File: src/ebwi_params.svh
// Constants of the external bus wait interface
// ==========================================================================
// Behaviour
// Read select low during external reads
// Write enable low during external writes
// Access strobe low for every external access
// Direction output shows read or write
// Ready low requests waits; resample each cycle
// Access stalls until ready returns high
// Upper program space uses its own field
// Programmed wait count per space
// Each wait state lasts one cycle
// Wait control register sits in I/O space
// Reset gives known state, restart at 0000h
// Lower program space uses its own field
// Program select low for program accesses
// Access ends when count done and ready high
`ifndef EBWI_PARAMS_SVH
`define EBWI_PARAMS_SVH
`define EBWI_AW 16
`define EBWI_DW 16
`define EBWI_WSW 3
`define EBWI_WSCR_ADDR 16'hffff
`define EBWI_WSCR_RST 16'h0fff
`define EBWI_PLO_LSB 0
`define EBWI_PUP_LSB 3
`define EBWI_DAT_LSB 6
`define EBWI_IO_LSB 9
`define EBWI_RESTART_ADDR 16'h0000
`define EBWI_UPPER_BIT 15
`endif

File: src/ebwi_pkg.sv
// Types of the external bus wait interface
`default_nettype none
package ebwi_pkg;
    typedef enum logic [1:0] {
        EBWI_SP_PROG = 2'b00,
        EBWI_SP_DATA = 2'b01,
        EBWI_SP_IO = 2'b10
    } ebwi_space_t;
    typedef enum logic [1:0] {
        EBWI_ST_IDLE = 2'b00,
        EBWI_ST_ACC = 2'b01,
        EBWI_ST_DONE = 2'b10
    } ebwi_state_t;
endpackage
`default_nettype wire

File: src/ebwi_top.sv
// External bus interface with wait-state generator and ready stretching
`default_nettype none
`include "ebwi_params.svh"
module ebwi_top
    import ebwi_pkg::*;
(
    input wire logic sys_clk, // CPU cycle clock
    input wire logic rst_n, // Synchronous reset
    input wire logic reset_n_pin, // Reset pin, asynchronous
    input wire logic req, // Core access request pulse
    input wire logic req_write, // 1 write, 0 read
    input wire ebwi_space_t req_space, // Target space
    input wire logic [`EBWI_AW-1:0] req_addr, // Address
    input wire logic [`EBWI_DW-1:0] req_wdata, // Write data
    input wire logic ready, // External ready pin
    input wire logic [`EBWI_DW-1:0] ext_data_in, // Data bus input
    output logic [`EBWI_AW-1:0] ext_addr_q, // Address bus
    output logic [`EBWI_DW-1:0] ext_data_out_q, // Data bus output
    output logic ext_data_oe_q, // Data bus drive enable
    output logic read_select_n_q, // Read select
    output logic write_enable_n_q, // Write enable
    output logic access_strobe_n_q, // Access strobe
    output logic read_not_write_q, // Direction, high on read
    output logic program_select_n_q, // Program space select
    output logic data_select_n_q, // Data space select
    output logic io_select_n_q, // I/O space select
    output logic busy_q, // Access in progress, core stalls
    output logic done_q, // One-cycle completion pulse
    output logic [`EBWI_DW-1:0] rdata_q, // Read data
    output logic [`EBWI_AW-1:0] restart_addr_q, // Fetch address after reset
    output logic [`EBWI_DW-1:0] wscr_q // Wait control register value
);
    ebwi_state_t state_q;
    logic rdy_s;
    logic rst_pin_s;
    logic srst_n;
    logic [`EBWI_WSW-1:0] count_sel;
    logic [`EBWI_WSW-1:0] wait_q;
    logic sel_pending_q;
    logic ctrl_wr;
    ebwi_sync u_rdy (
        .sys_clk(sys_clk),
        .rst_n(rst_n),
        .pin_in(ready),
        .level_q(rdy_s)
    );
    ebwi_sync u_rst (
        .sys_clk(sys_clk),
        .rst_n(rst_n),
        .pin_in(reset_n_pin),
        .level_q(rst_pin_s)
    );
    assign srst_n = rst_n & rst_pin_s;
    // ==================================================
    // Wait control register, written through I/O space
    // Writes to it stay on chip; the external bus is not driven
    assign ctrl_wr = req && req_write && req_space == EBWI_SP_IO && req_addr == `EBWI_WSCR_ADDR
        && state_q == EBWI_ST_IDLE;
    always_ff @(posedge sys_clk) begin
        if (!srst_n) begin
            wscr_q <= `EBWI_WSCR_RST;
        end else if (ctrl_wr) begin
            wscr_q <= req_wdata;
        end
    end
    always_ff @(posedge sys_clk) begin
        if (!srst_n) begin
            restart_addr_q <= `EBWI_RESTART_ADDR;
        end
    end
    ebwi_wait_sel u_sel (
        .sys_clk(sys_clk),
        .rst_n(srst_n),
        .wscr(wscr_q),
        .space(req_space),
        .addr(req_addr),
        .count_q(count_sel)
    );
    // ==================================================
    // Access sequencer
    always_ff @(posedge sys_clk) begin
        if (!srst_n) begin
            state_q <= EBWI_ST_IDLE;
            sel_pending_q <= 1'b0;
        end else begin
            case (state_q)
                EBWI_ST_IDLE: begin
                    if (req && !ctrl_wr) begin
                        state_q <= EBWI_ST_ACC;
                        sel_pending_q <= 1'b1;
                    end
                end
                EBWI_ST_ACC: begin
                    sel_pending_q <= 1'b0;
                    // Count and ready both must allow the end
                    if (!sel_pending_q && wait_q == '0 && rdy_s) begin
                        state_q <= EBWI_ST_DONE;
                    end
                end
                EBWI_ST_DONE: state_q <= EBWI_ST_IDLE;
                default: state_q <= EBWI_ST_IDLE;
            endcase
        end
    end
    // One wait per cycle; ready is tested again every cycle while low
    always_ff @(posedge sys_clk) begin
        if (!srst_n) begin
            wait_q <= '0;
        end else if (state_q == EBWI_ST_ACC && sel_pending_q) begin
            wait_q <= count_sel;
        end else if (state_q == EBWI_ST_ACC && wait_q != '0) begin
            wait_q <= wait_q - 1'b1;
        end
    end
    // ==================================================
    // Bus pins
    always_ff @(posedge sys_clk) begin
        if (!srst_n) begin
            ext_addr_q <= '0;
            ext_data_out_q <= '0;
            read_not_write_q <= 1'b1;
            program_select_n_q <= 1'b1;
            data_select_n_q <= 1'b1;
            io_select_n_q <= 1'b1;
        end else if (state_q == EBWI_ST_IDLE && req && !ctrl_wr) begin
            ext_addr_q <= req_addr;
            ext_data_out_q <= req_wdata;
            read_not_write_q <= !req_write;
            program_select_n_q <= req_space != EBWI_SP_PROG;
            data_select_n_q <= req_space != EBWI_SP_DATA;
            io_select_n_q <= req_space != EBWI_SP_IO;
        end else if (state_q == EBWI_ST_DONE) begin
            read_not_write_q <= 1'b1;
            program_select_n_q <= 1'b1;
            data_select_n_q <= 1'b1;
            io_select_n_q <= 1'b1;
        end
    end
    always_ff @(posedge sys_clk) begin
        if (!srst_n) begin
            access_strobe_n_q <= 1'b1;
            read_select_n_q <= 1'b1;
            write_enable_n_q <= 1'b1;
            ext_data_oe_q <= 1'b0;
        end else if (state_q == EBWI_ST_IDLE && req && !ctrl_wr) begin
            access_strobe_n_q <= 1'b0;
            read_select_n_q <= req_write;
            write_enable_n_q <= !req_write;
            ext_data_oe_q <= req_write;
        end else if (state_q == EBWI_ST_ACC && !sel_pending_q && wait_q == '0 && rdy_s) begin
            access_strobe_n_q <= 1'b1;
            read_select_n_q <= 1'b1;
            write_enable_n_q <= 1'b1;
        end else if (state_q == EBWI_ST_DONE) begin
            ext_data_oe_q <= 1'b0;
        end
    end
    always_ff @(posedge sys_clk) begin
        if (!srst_n) begin
            rdata_q <= '0;
            done_q <= 1'b0;
            busy_q <= 1'b0;
        end else begin
            done_q <= state_q == EBWI_ST_ACC && !sel_pending_q && wait_q == '0 && rdy_s;
            busy_q <= (state_q == EBWI_ST_IDLE && req && !ctrl_wr) || state_q == EBWI_ST_ACC;
            if (state_q == EBWI_ST_ACC && !sel_pending_q && wait_q == '0 && rdy_s && read_not_write_q) begin
                rdata_q <= ext_data_in;
            end
        end
    end
    // ==================================================
    // Checks
    AST_RD_LOW: assert property (@(posedge sys_clk) disable iff (!srst_n)
        !read_select_n_q |-> !access_strobe_n_q && read_not_write_q)
        else $error("read select without strobe or read direction");
    AST_WE_LOW: assert property (@(posedge sys_clk) disable iff (!srst_n)
        !write_enable_n_q |-> !access_strobe_n_q && !read_not_write_q)
        else $error("write enable without strobe or write direction");
    AST_ACCESS_STROBE_N_START: assert property (@(posedge sys_clk) disable iff (!srst_n)
        state_q == EBWI_ST_IDLE && req && !ctrl_wr |=> !access_strobe_n_q)
        else $error("strobe not asserted at access start");
    AST_DIR: assert property (@(posedge sys_clk) disable iff (!srst_n)
        state_q == EBWI_ST_IDLE && req && !ctrl_wr |=> read_not_write_q == !$past(req_write))
        else $error("direction does not match request");
    AST_READY_HOLD: assert property (@(posedge sys_clk) disable iff (!srst_n)
        state_q == EBWI_ST_ACC && !rdy_s |=> state_q == EBWI_ST_ACC)
        else $error("access ended while ready low");
    AST_WAIT_STEP: assert property (@(posedge sys_clk) disable iff (!srst_n)
        state_q == EBWI_ST_ACC && !sel_pending_q && wait_q != '0 |=> wait_q == $past(wait_q) - 1'b1)
        else $error("wait count did not step by one");
    AST_END: assert property (@(posedge sys_clk) disable iff (!srst_n)
        state_q == EBWI_ST_ACC && !sel_pending_q && wait_q == '0 && rdy_s |=> done_q && access_strobe_n_q)
        else $error("access did not end when allowed");
    AST_PS: assert property (@(posedge sys_clk) disable iff (!srst_n)
        !program_select_n_q |-> data_select_n_q && io_select_n_q)
        else $error("program select overlaps another space");
    AST_RESET: assert property (@(posedge sys_clk)
        !srst_n |=> restart_addr_q == `EBWI_RESTART_ADDR && access_strobe_n_q)
        else $error("reset state wrong");
    AST_RD_START: assert property (@(posedge sys_clk) disable iff (!srst_n)
        state_q == EBWI_ST_IDLE && req && !ctrl_wr && !req_write |=> !read_select_n_q)
        else $error("read select not asserted at read start");
    AST_WE_START: assert property (@(posedge sys_clk) disable iff (!srst_n)
        state_q == EBWI_ST_IDLE && req && !ctrl_wr && req_write |=> !write_enable_n_q)
        else $error("write enable not asserted at write start");
    AST_ACCESS_STROBE_N_HOLD: assert property (@(posedge sys_clk) disable iff (!srst_n)
        state_q == EBWI_ST_ACC |-> !access_strobe_n_q)
        else $error("strobe released inside an access");
    AST_BUSY: assert property (@(posedge sys_clk) disable iff (!srst_n)
        state_q == EBWI_ST_ACC |-> busy_q)
        else $error("busy low while access open");
    AST_DONE_ONE: assert property (@(posedge sys_clk) disable iff (!srst_n)
        done_q |=> !done_q)
        else $error("completion pulse longer than one cycle");
    AST_CTRL_QUIET: assert property (@(posedge sys_clk) disable iff (!srst_n)
        ctrl_wr |=> access_strobe_n_q && busy_q == 1'b0)
        else $error("control register write reached the external bus");
    AST_WAIT_LOAD: assert property (@(posedge sys_clk) disable iff (!srst_n)
        state_q == EBWI_ST_ACC && sel_pending_q |=> wait_q == $past(count_sel))
        else $error("wait count not loaded from selected field");
    AST_PS_START: assert property (@(posedge sys_clk) disable iff (!srst_n)
        state_q == EBWI_ST_IDLE && req && !ctrl_wr && req_space == EBWI_SP_PROG |=> !program_select_n_q)
        else $error("program select not asserted for program access");
endmodule
`default_nettype wire

File: src/ebwi_sync.sv
// Three-stage synchroniser for the ready and reset pins
`default_nettype none
module ebwi_sync (
    input wire logic sys_clk, // Clock
    input wire logic rst_n, // Synchronous reset
    input wire logic pin_in, // Asynchronous pin
    output logic level_q // Filtered level
);
    logic s1_q;
    logic s2_q;
    logic s3_q;
    always_ff @(posedge sys_clk) begin
        if (!rst_n) begin
            s1_q <= 1'b1;
            s2_q <= 1'b1;
            s3_q <= 1'b1;
        end else begin
            s1_q <= pin_in;
            s2_q <= s1_q;
            s3_q <= s2_q;
        end
    end
    // Level changes only once two later stages agree
    always_ff @(posedge sys_clk) begin
        if (!rst_n) begin
            level_q <= 1'b1;
        end else if (s2_q == s3_q) begin
            level_q <= s3_q;
        end
    end
endmodule
`default_nettype wire

File: src/ebwi_wait_sel.sv
// Selects the programmed wait count for an access
`default_nettype none
`include "ebwi_params.svh"
module ebwi_wait_sel
    import ebwi_pkg::*;
(
    input wire logic sys_clk, // Clock
    input wire logic rst_n, // Synchronous reset
    input wire logic [`EBWI_DW-1:0] wscr, // Wait control register
    input wire ebwi_space_t space, // Space of request
    input wire logic [`EBWI_AW-1:0] addr, // Address of request
    output logic [`EBWI_WSW-1:0] count_q // Selected wait count
);
    function automatic logic [`EBWI_WSW-1:0] field(input logic [`EBWI_DW-1:0] r, input int lsb);
        field = r[lsb +: `EBWI_WSW];
    endfunction
    always_ff @(posedge sys_clk) begin
        if (!rst_n) begin
            count_q <= '0;
        end else begin
            case (space)
                EBWI_SP_PROG: begin
                    if (addr[`EBWI_UPPER_BIT]) begin
                        count_q <= field(wscr, `EBWI_PUP_LSB);
                    end else begin
                        count_q <= field(wscr, `EBWI_PLO_LSB);
                    end
                end
                EBWI_SP_DATA: count_q <= field(wscr, `EBWI_DAT_LSB);
                EBWI_SP_IO: count_q <= field(wscr, `EBWI_IO_LSB);
                default: count_q <= '0;
            endcase
        end
    end
endmodule
`default_nettype wire

File: config.mk
export PLATFORM = sky130hd
export DESIGN_NAME = ebwi_top
export DESIGN_NICKNAME = d
export VERILOG_FILES = /design/src/ebwi_pkg.sv /design/src/ebwi_top.sv /design/src/ebwi_sync.sv /design/src/ebwi_wait_sel.sv
export VERILOG_INCLUDE_DIRS = /design/src /design/src/src
export SDC_FILE = /design/constraint.sdc
export NUM_CORES = 1
export LEC_CHECK = 0
export ABC_AREA = 0
export BUFFER_PORTS_ARGS = -buffer_cell sky130_fd_sc_hd__buf_4
export CAP_MARGIN = 20
export CORE_AREA = 2 2 88 90
export DETAILED_ROUTE_END_ITERATION = 16
export DIE_AREA = 0 0 90 92
export GPL_ROUTABILITY_DRIVEN = 0
export GPL_TIMING_DRIVEN = 0
export PLACE_DENSITY = 0.83
export SLEW_MARGIN = 10
export SYNTH_ARGS = -nofsm -noshare
export SYNTH_HDL_FRONTEND = slang
export SYNTH_SLANG_ARGS = --single-unit
File: constraint.sdc
create_clock -name sys_clk -period 3.1 [get_ports sys_clk]
set_input_delay 0.775 -clock sys_clk [delete_from_list [all_inputs] [get_ports sys_clk]]
set_output_delay 0.775 -clock sys_clk [all_outputs]
set_load 0.01 [all_outputs]
# [Word level (Yosys, flattened, before mapping)]
# Index checks and enable logic that the tools add are counted.
[totals] ff_bits=91 latch_bits=0 ramBits=0 mem_bits_ro=0 inputBits=56 out_inout_bits=90 word_cells=92 mem_count=0
[classes] addsub=1 n_mul=0 n_div=0 order_cmp=0 eq_ne=12 shifts=0 mux=21 n_bitwise=1 reduce_logical=31
[op_table] op="16-bit equality test (second input constant)" count=1
[op_table] op="1-bit logical AND" count=15
[op_table] op="1-bit 2-to-1 mux" count=13
[op_table] op="2-bit nonzero test" count=5
[op_table] op="3-bit 2-to-1 mux" count=3
[op_table] op="3-bit case mux with 3 select lines" count=1
[op_table] op="2-bit inequality test (second input constant)" count=3
[op_table] op="2-bit AND reduction" count=3
[op_table] op="2-bit by 1-bit equality test with 1-bit output (second input constant)" count=2
[op_table] op="2-bit equality test (second input constant)" count=2
[op_table] op="2-bit logical NOT" count=2
[op_table] op="2-bit 2-to-1 mux" count=2
[op_table] op="2-bit by 1-bit inequality test with 1-bit output (second input constant)" count=2
[op_table] op="2-bit case mux with 2 select lines" count=1
[op_table] op="1-bit logical NOT" count=3
[op_table] op="3-bit logical NOT" count=1
[op_table] op="3-bit nonzero test" count=1
[op_table] op="3-bit by 1-bit subtractor with 3-bit output (second input constant)" count=1
[op_table] op="1-bit equality test" count=2
[op_table] op="1-bit case mux with 2 select lines" count=1
[op_table] op="1-bit AND" count=1
[op_table] op="1-bit logical OR" count=1

# [Longest topological paths before layout]
[logic_depth] word_depth=8 ltp_mapped=8 mapped_depth_nobuf=6

# [Modules after synthesis]
# A second synthesis with hierarchy kept.
[hier_totals] cells_unflattened=433 hier_area_um2=3841.2
[by_module_without_submodules] mod="ebwi_top" instances=1 cells_per_inst=396 area_per_inst_um2=3445.8 seq_area_each_um2=1601.5
[by_module_without_submodules] mod="ebwi_sync" instances=2 cells_per_inst=10 area_per_inst_um2=112.6 seq_area_each_um2=80.1
[by_module_without_submodules] mod="ebwi_wait_sel" instances=1 cells_per_inst=17 area_per_inst_um2=170.2 seq_area_each_um2=60.1

# [Least setup slack after synthesis]
# No wires, ideal clock.
[synth_path] kind="input -> register" startpoint="input port req_space[0]" endpoint="register io_select_n_q" t_arrival_ns=2.182 required_time_ns=2.985 setup_slack_ns=0.803 stages=5 n_path_buf=1 path_cell_list="nand4b_1 or3_1 clkbuf_2 or4_1 a31o_1"
[synth_via] elab_chain_len=7 word_cells_on_any_way=9 cone_classes="eq/ne: 2; mux: 1; reduce/logical: 6"
[synth_lines] element="start: declaration" line="ebwi_top.sv:12" text="input wire ebwi_space_t req_space,"
[synth_lines] element="2-bit equality test" line="ebwi_top.sv:57" text="assign ctrl_wr = req && req_write && req_space == EBWI_SP_IO && req_addr == `EBWI_WSCR_ADDR"
[synth_lines] element="1-bit logical AND" line="ebwi_top.sv:57"
[synth_lines] element="1-bit logical AND (no line)"
[synth_lines] element="1-bit logical AND" line="ebwi_top.sv:57"
[synth_lines] element="1-bit logical NOT" line="ebwi_top.sv:125" text="end else if (state_q == EBWI_ST_IDLE && req && !ctrl_wr) begin"
[synth_lines] element="1-bit logical AND" line="ebwi_top.sv:125"
[synth_lines] element="1-bit 2-to-1 mux or 2-bit nonzero test (tied branches)"
[synth_lines] element="end signal: assignment" line="ebwi_top.sv:124" text="io_select_n_q <= 1'b1;"
[synth_lines] element="end signal: assignment" line="ebwi_top.sv:131" text="io_select_n_q <= req_space != EBWI_SP_IO;"
[synth_lines] element="end signal: assignment" line="ebwi_top.sv:136" text="io_select_n_q <= 1'b1;"
[synth_lines] element="end: declaration" line="ebwi_top.sv:26" text="output logic io_select_n_q,"
# Several ways; a longest one is shown, not always the timed one.
# A chain may end at the register's enable or synchronous reset.

# [Final worst setup path]
[layout_path] startpoint="input port req" endpoint="register wscr_q[4]"
[layout_via] elab_chain_len=4
[layout_lines] element="start: declaration" line="ebwi_top.sv:10" text="input wire logic req,"
[layout_lines] element="1-bit logical AND (2 in a row)" line="ebwi_top.sv:57"
[layout_lines] element="1-bit logical AND (no line)"
[layout_lines] element="1-bit logical AND" line="ebwi_top.sv:57"
[layout_lines] element="end signal: assignment" line="ebwi_top.sv:61" text="wscr_q <= `EBWI_WSCR_RST;"
[layout_lines] element="end signal: assignment" line="ebwi_top.sv:63" text="wscr_q <= req_wdata;"
[layout_lines] element="end: declaration" line="ebwi_top.sv:31" text="output logic [`EBWI_DW-1:0] wscr_q"
# No other way between the ends.

==> flow_metrics.env <==
export IMPL_required_ps=3330
export IMPL_area_growth_pct=36.0
export IMPL_num_antenna_cells=0
export IMPL_rows=32
export IMPL_crit_buf_inv=3
export IMPL_clk_pin_slew_ps=90
export IMPL_dieWidth_um=90
export IMPL_cts_tree="yes"
export IMPL_slowest_stage="or3_1"
export IMPL_fin_crit_ps=2160
export IMPL_hold_end="u_rdy.s2_q"
export IMPL_holdPathStages=1
export IMPL_ir_worst_vdd_mv=0.253
export IMPL_async_flop_share_pct=0
export IMPL_wire_per_inst_um=13.8
export IMPL_dieHeight_um=92
export IMPL_switching_power_w=0.000675
export IMPL_insertion_delay_ps=360
export IMPL_synth_commonest_cells="nand2_1, dfxtp_1, nand3_1, mux2i_1, a21oi_1"
export IMPL_seqPwrFrac_pct=50.6
export IMPL_min_delay_start="u_rdy.s1_q"
export IMPL_overflow=0
export IMPL_cts_htree_levels=3
export IMPL_drt_wl_total_mm=9.66
export IMPL_skew_ps=8.72
export IMPL_synth_largest_area_cell="dfxtp_1"
export IMPL_drt_iter0_drc=212
export IMPL_cp_start_kind="primary input"
export IMPL_cts_root_buffer="clkbuf_8"
export IMPL_initial_core_util_pct=50.3
export IMPL_cellPowerDensity_nw_per_um2=494
export IMPL_post_route_period_util_pct=69.6
export IMPL_setup_ws_ps=943
export IMPL_cp_top_family="simple AND/OR/NAND/NOR gates"
export IMPL_drc=0
export IMPL_slew_violations=0
export IMPL_synth_edff_count=0
export IMPL_max_freq_ghz=0.464
export IMPL_grt_pass1_vias=3441
export IMPL_antenna_left=0
export IMPL_tns_ps=0
export IMPL_ys_types=37
export IMPL_slew_headroom_pct=42.5
export IMPL_yosysSeqAreaShare_pct=48.6
export IMPL_syn_area_sq_um=3750
export IMPL_hold_slack_ps=407
export IMPL_dp_hpwl_mm=7.37
export IMPL_core_area_sq_um=7450
export IMPL_critPathMostFrequentCell="clkbuf_1"
export IMPL_clockBufferDepth=2
export IMPL_cts_made_buffers=9
export IMPL_ios=146
export IMPL_cpPeakStageDelay_ps=440
export IMPL_pre_cts_ws_ps=587
export IMPL_yosys_warnings=0
export IMPL_worstMarginPinSlew_ps=860
export IMPL_drv_cap=0
export IMPL_r2r_slack_ps=950
export IMPL_num_nets_final=653
export IMPL_ctsResizeCount=0
export IMPL_synth_most_common_cell="nand2_1"
export IMPL_vias_per_cell=5.08
export IMPL_grt_pass1_wl_mm=15.9
export IMPL_io_buffers=128
export IMPL_critical_path_class="in2reg"
export IMPL_cp_end_kind="flop"
export IMPL_p_int_w=0.00184
export IMPL_path_cells="buf_4, or3b_1, clkbuf_1, or3_1, clkbuf_1, o21ai_0, nand3_1"
export IMPL_drtPass1Iterations=4
export IMPL_synth_seq_cells=91
export IMPL_postCtsSetupBuffers=0
export IMPL_netlist_instances=441
export IMPL_cts_hold_buffers_added=0
export IMPL_die_area_sq_um=8280
export IMPL_antenna_found_initial=0
export IMPL_synth_main_ff_cell="dfxtp_1"
export IMPL_synthTopCellsByArea="dfxtp_1, mux2i_1, nand2_1"
export IMPL_p_clk_share_pct=31.9
export IMPL_clock_sinks=91
export IMPL_final_layout_size_suffix_gt1_share_pct=29.0
export IMPL_rr_worst_depth=6
export IMPL_power_w=0.00252
export IMPL_syn_area_per_cell_sq_um=8.50
export IMPL_power_frac_comb_pct=17.5
export IMPL_grt_max_degree=16
export IMPL_hold_violations=0
export IMPL_r2r_end="rdata_q[12]"
export IMPL_worstReg2RegStart="sel_pending_q"
export IMPL_hold_class="reg2reg"
export IMPL_vias=3568
export IMPL_cp_max_fo=10
export IMPL_status="completed"
export IMPL_grt_setup_unrepaired="false"
export IMPL_power_share_switching_pct=26.8
export IMPL_critPathArrivalTime_ps=2380
export IMPL_setup_viol=0
export IMPL_synth_top_cell_area_share_pct=48.6
export IMPL_leakage_nw=2.25
export IMPL_grtUsageTotal_pct=23.4
cell families after synthesis:
kind of cell	share of synthesized area (%)
fa+ha+maj	0.668
buf+inv	7.04
simple gates	23.1
compound gates	9.48
flops	48.6
mux	11.0
other cells	0.100
sequential cells by signal, indices dropped and copies added, names as in the netlist, 2 cells and up:
name / count
rdata_q: 16
wait_q: 3
u_sel.count_q: 3
ext_addr_q: 16
ext_data_out_q: 16
wscr_q: 16
state_q: 2
power groups by stage:
stage | Sequential [W] | Clock, W | Combinational, W
2_1_floorplan | 0.00132 | 0 | 0.000214
3_3_place_gp | 0.00130 | 0 | 0.000426
3_5_place_dp | 0.00130 | 0 | 0.000437
4_1_cts | 0.00127 | 0.000814 | 0.000439
5_1_grt | 0.00128 | 0.000860 | 0.000482
6_report | 0.00127 | 0.000804 | 0.000440
how the worst max path moves through the flow:
stage / start / to / slack (ps) / cells past startpoint
2_1_floorplan: req_space[0] / io_select_n_q / 800 / 5
3_3_place_gp: req_space[0] / io_select_n_q / 620 / 6
3_5_place_dp: req_space[0] / io_select_n_q / 590 / 6
4_1_cts: sel_pending_q / rdata_q[12] / 960 / 6
5_1_grt: sel_pending_q / rdata_q[1] / 770 / 6
6_report: req / wscr_q[4] / 940 / 7
layout by cell type, fill, tap and decap left out, types with 6 or more instances in the layout:
cell type	count
o21ai_0	22
nor2_1	15
nand3_1	42
conb_1	16
clkbuf_8	10
clkbuf_1	23
nand2b_1	7
dfxtp_1	91
a21oi_1	29
buf_4	144
buf_2	6
mux2i_1	41
nor3_1	8
nand2_1	99
cell type report:
type	instances	area, sq um
flip-flops and latches	91	1820
fillers	590	2350
multi-input cells	313	1720
clock buffers	10	138
inverters	5	18.8
well taps	102	128
plain buffers	47	245
repair buffers	128	961
clock inverters	6	65.1
stage by stage:
step | instances | instance area (sq um) | utilization, %
2_1_floorplan | 456 | 3800 | -
3_3_place_gp | 686 | 4890 | 65.7
3_5_place_dp | 686 | 4890 | 65.7
4_1_cts | 702 | 5090 | 68.4
5_1_grt | 702 | 5090 | 68.4
6_report | 702 | 5090 | 68.4
routing by layer:
metal | vias up | global-route usage (%) | share of wire (%)
met5 | - | 0 | 0
met1 | 1639 | 27.2 | 42
met2 | 136 | 40.8 | 47
met3 | 18 | 6.74 | 8.5
li1 | 1775 | - | -
met4 | 0 | 9.49 | 2.2
(Power assumes the default switching activity.)
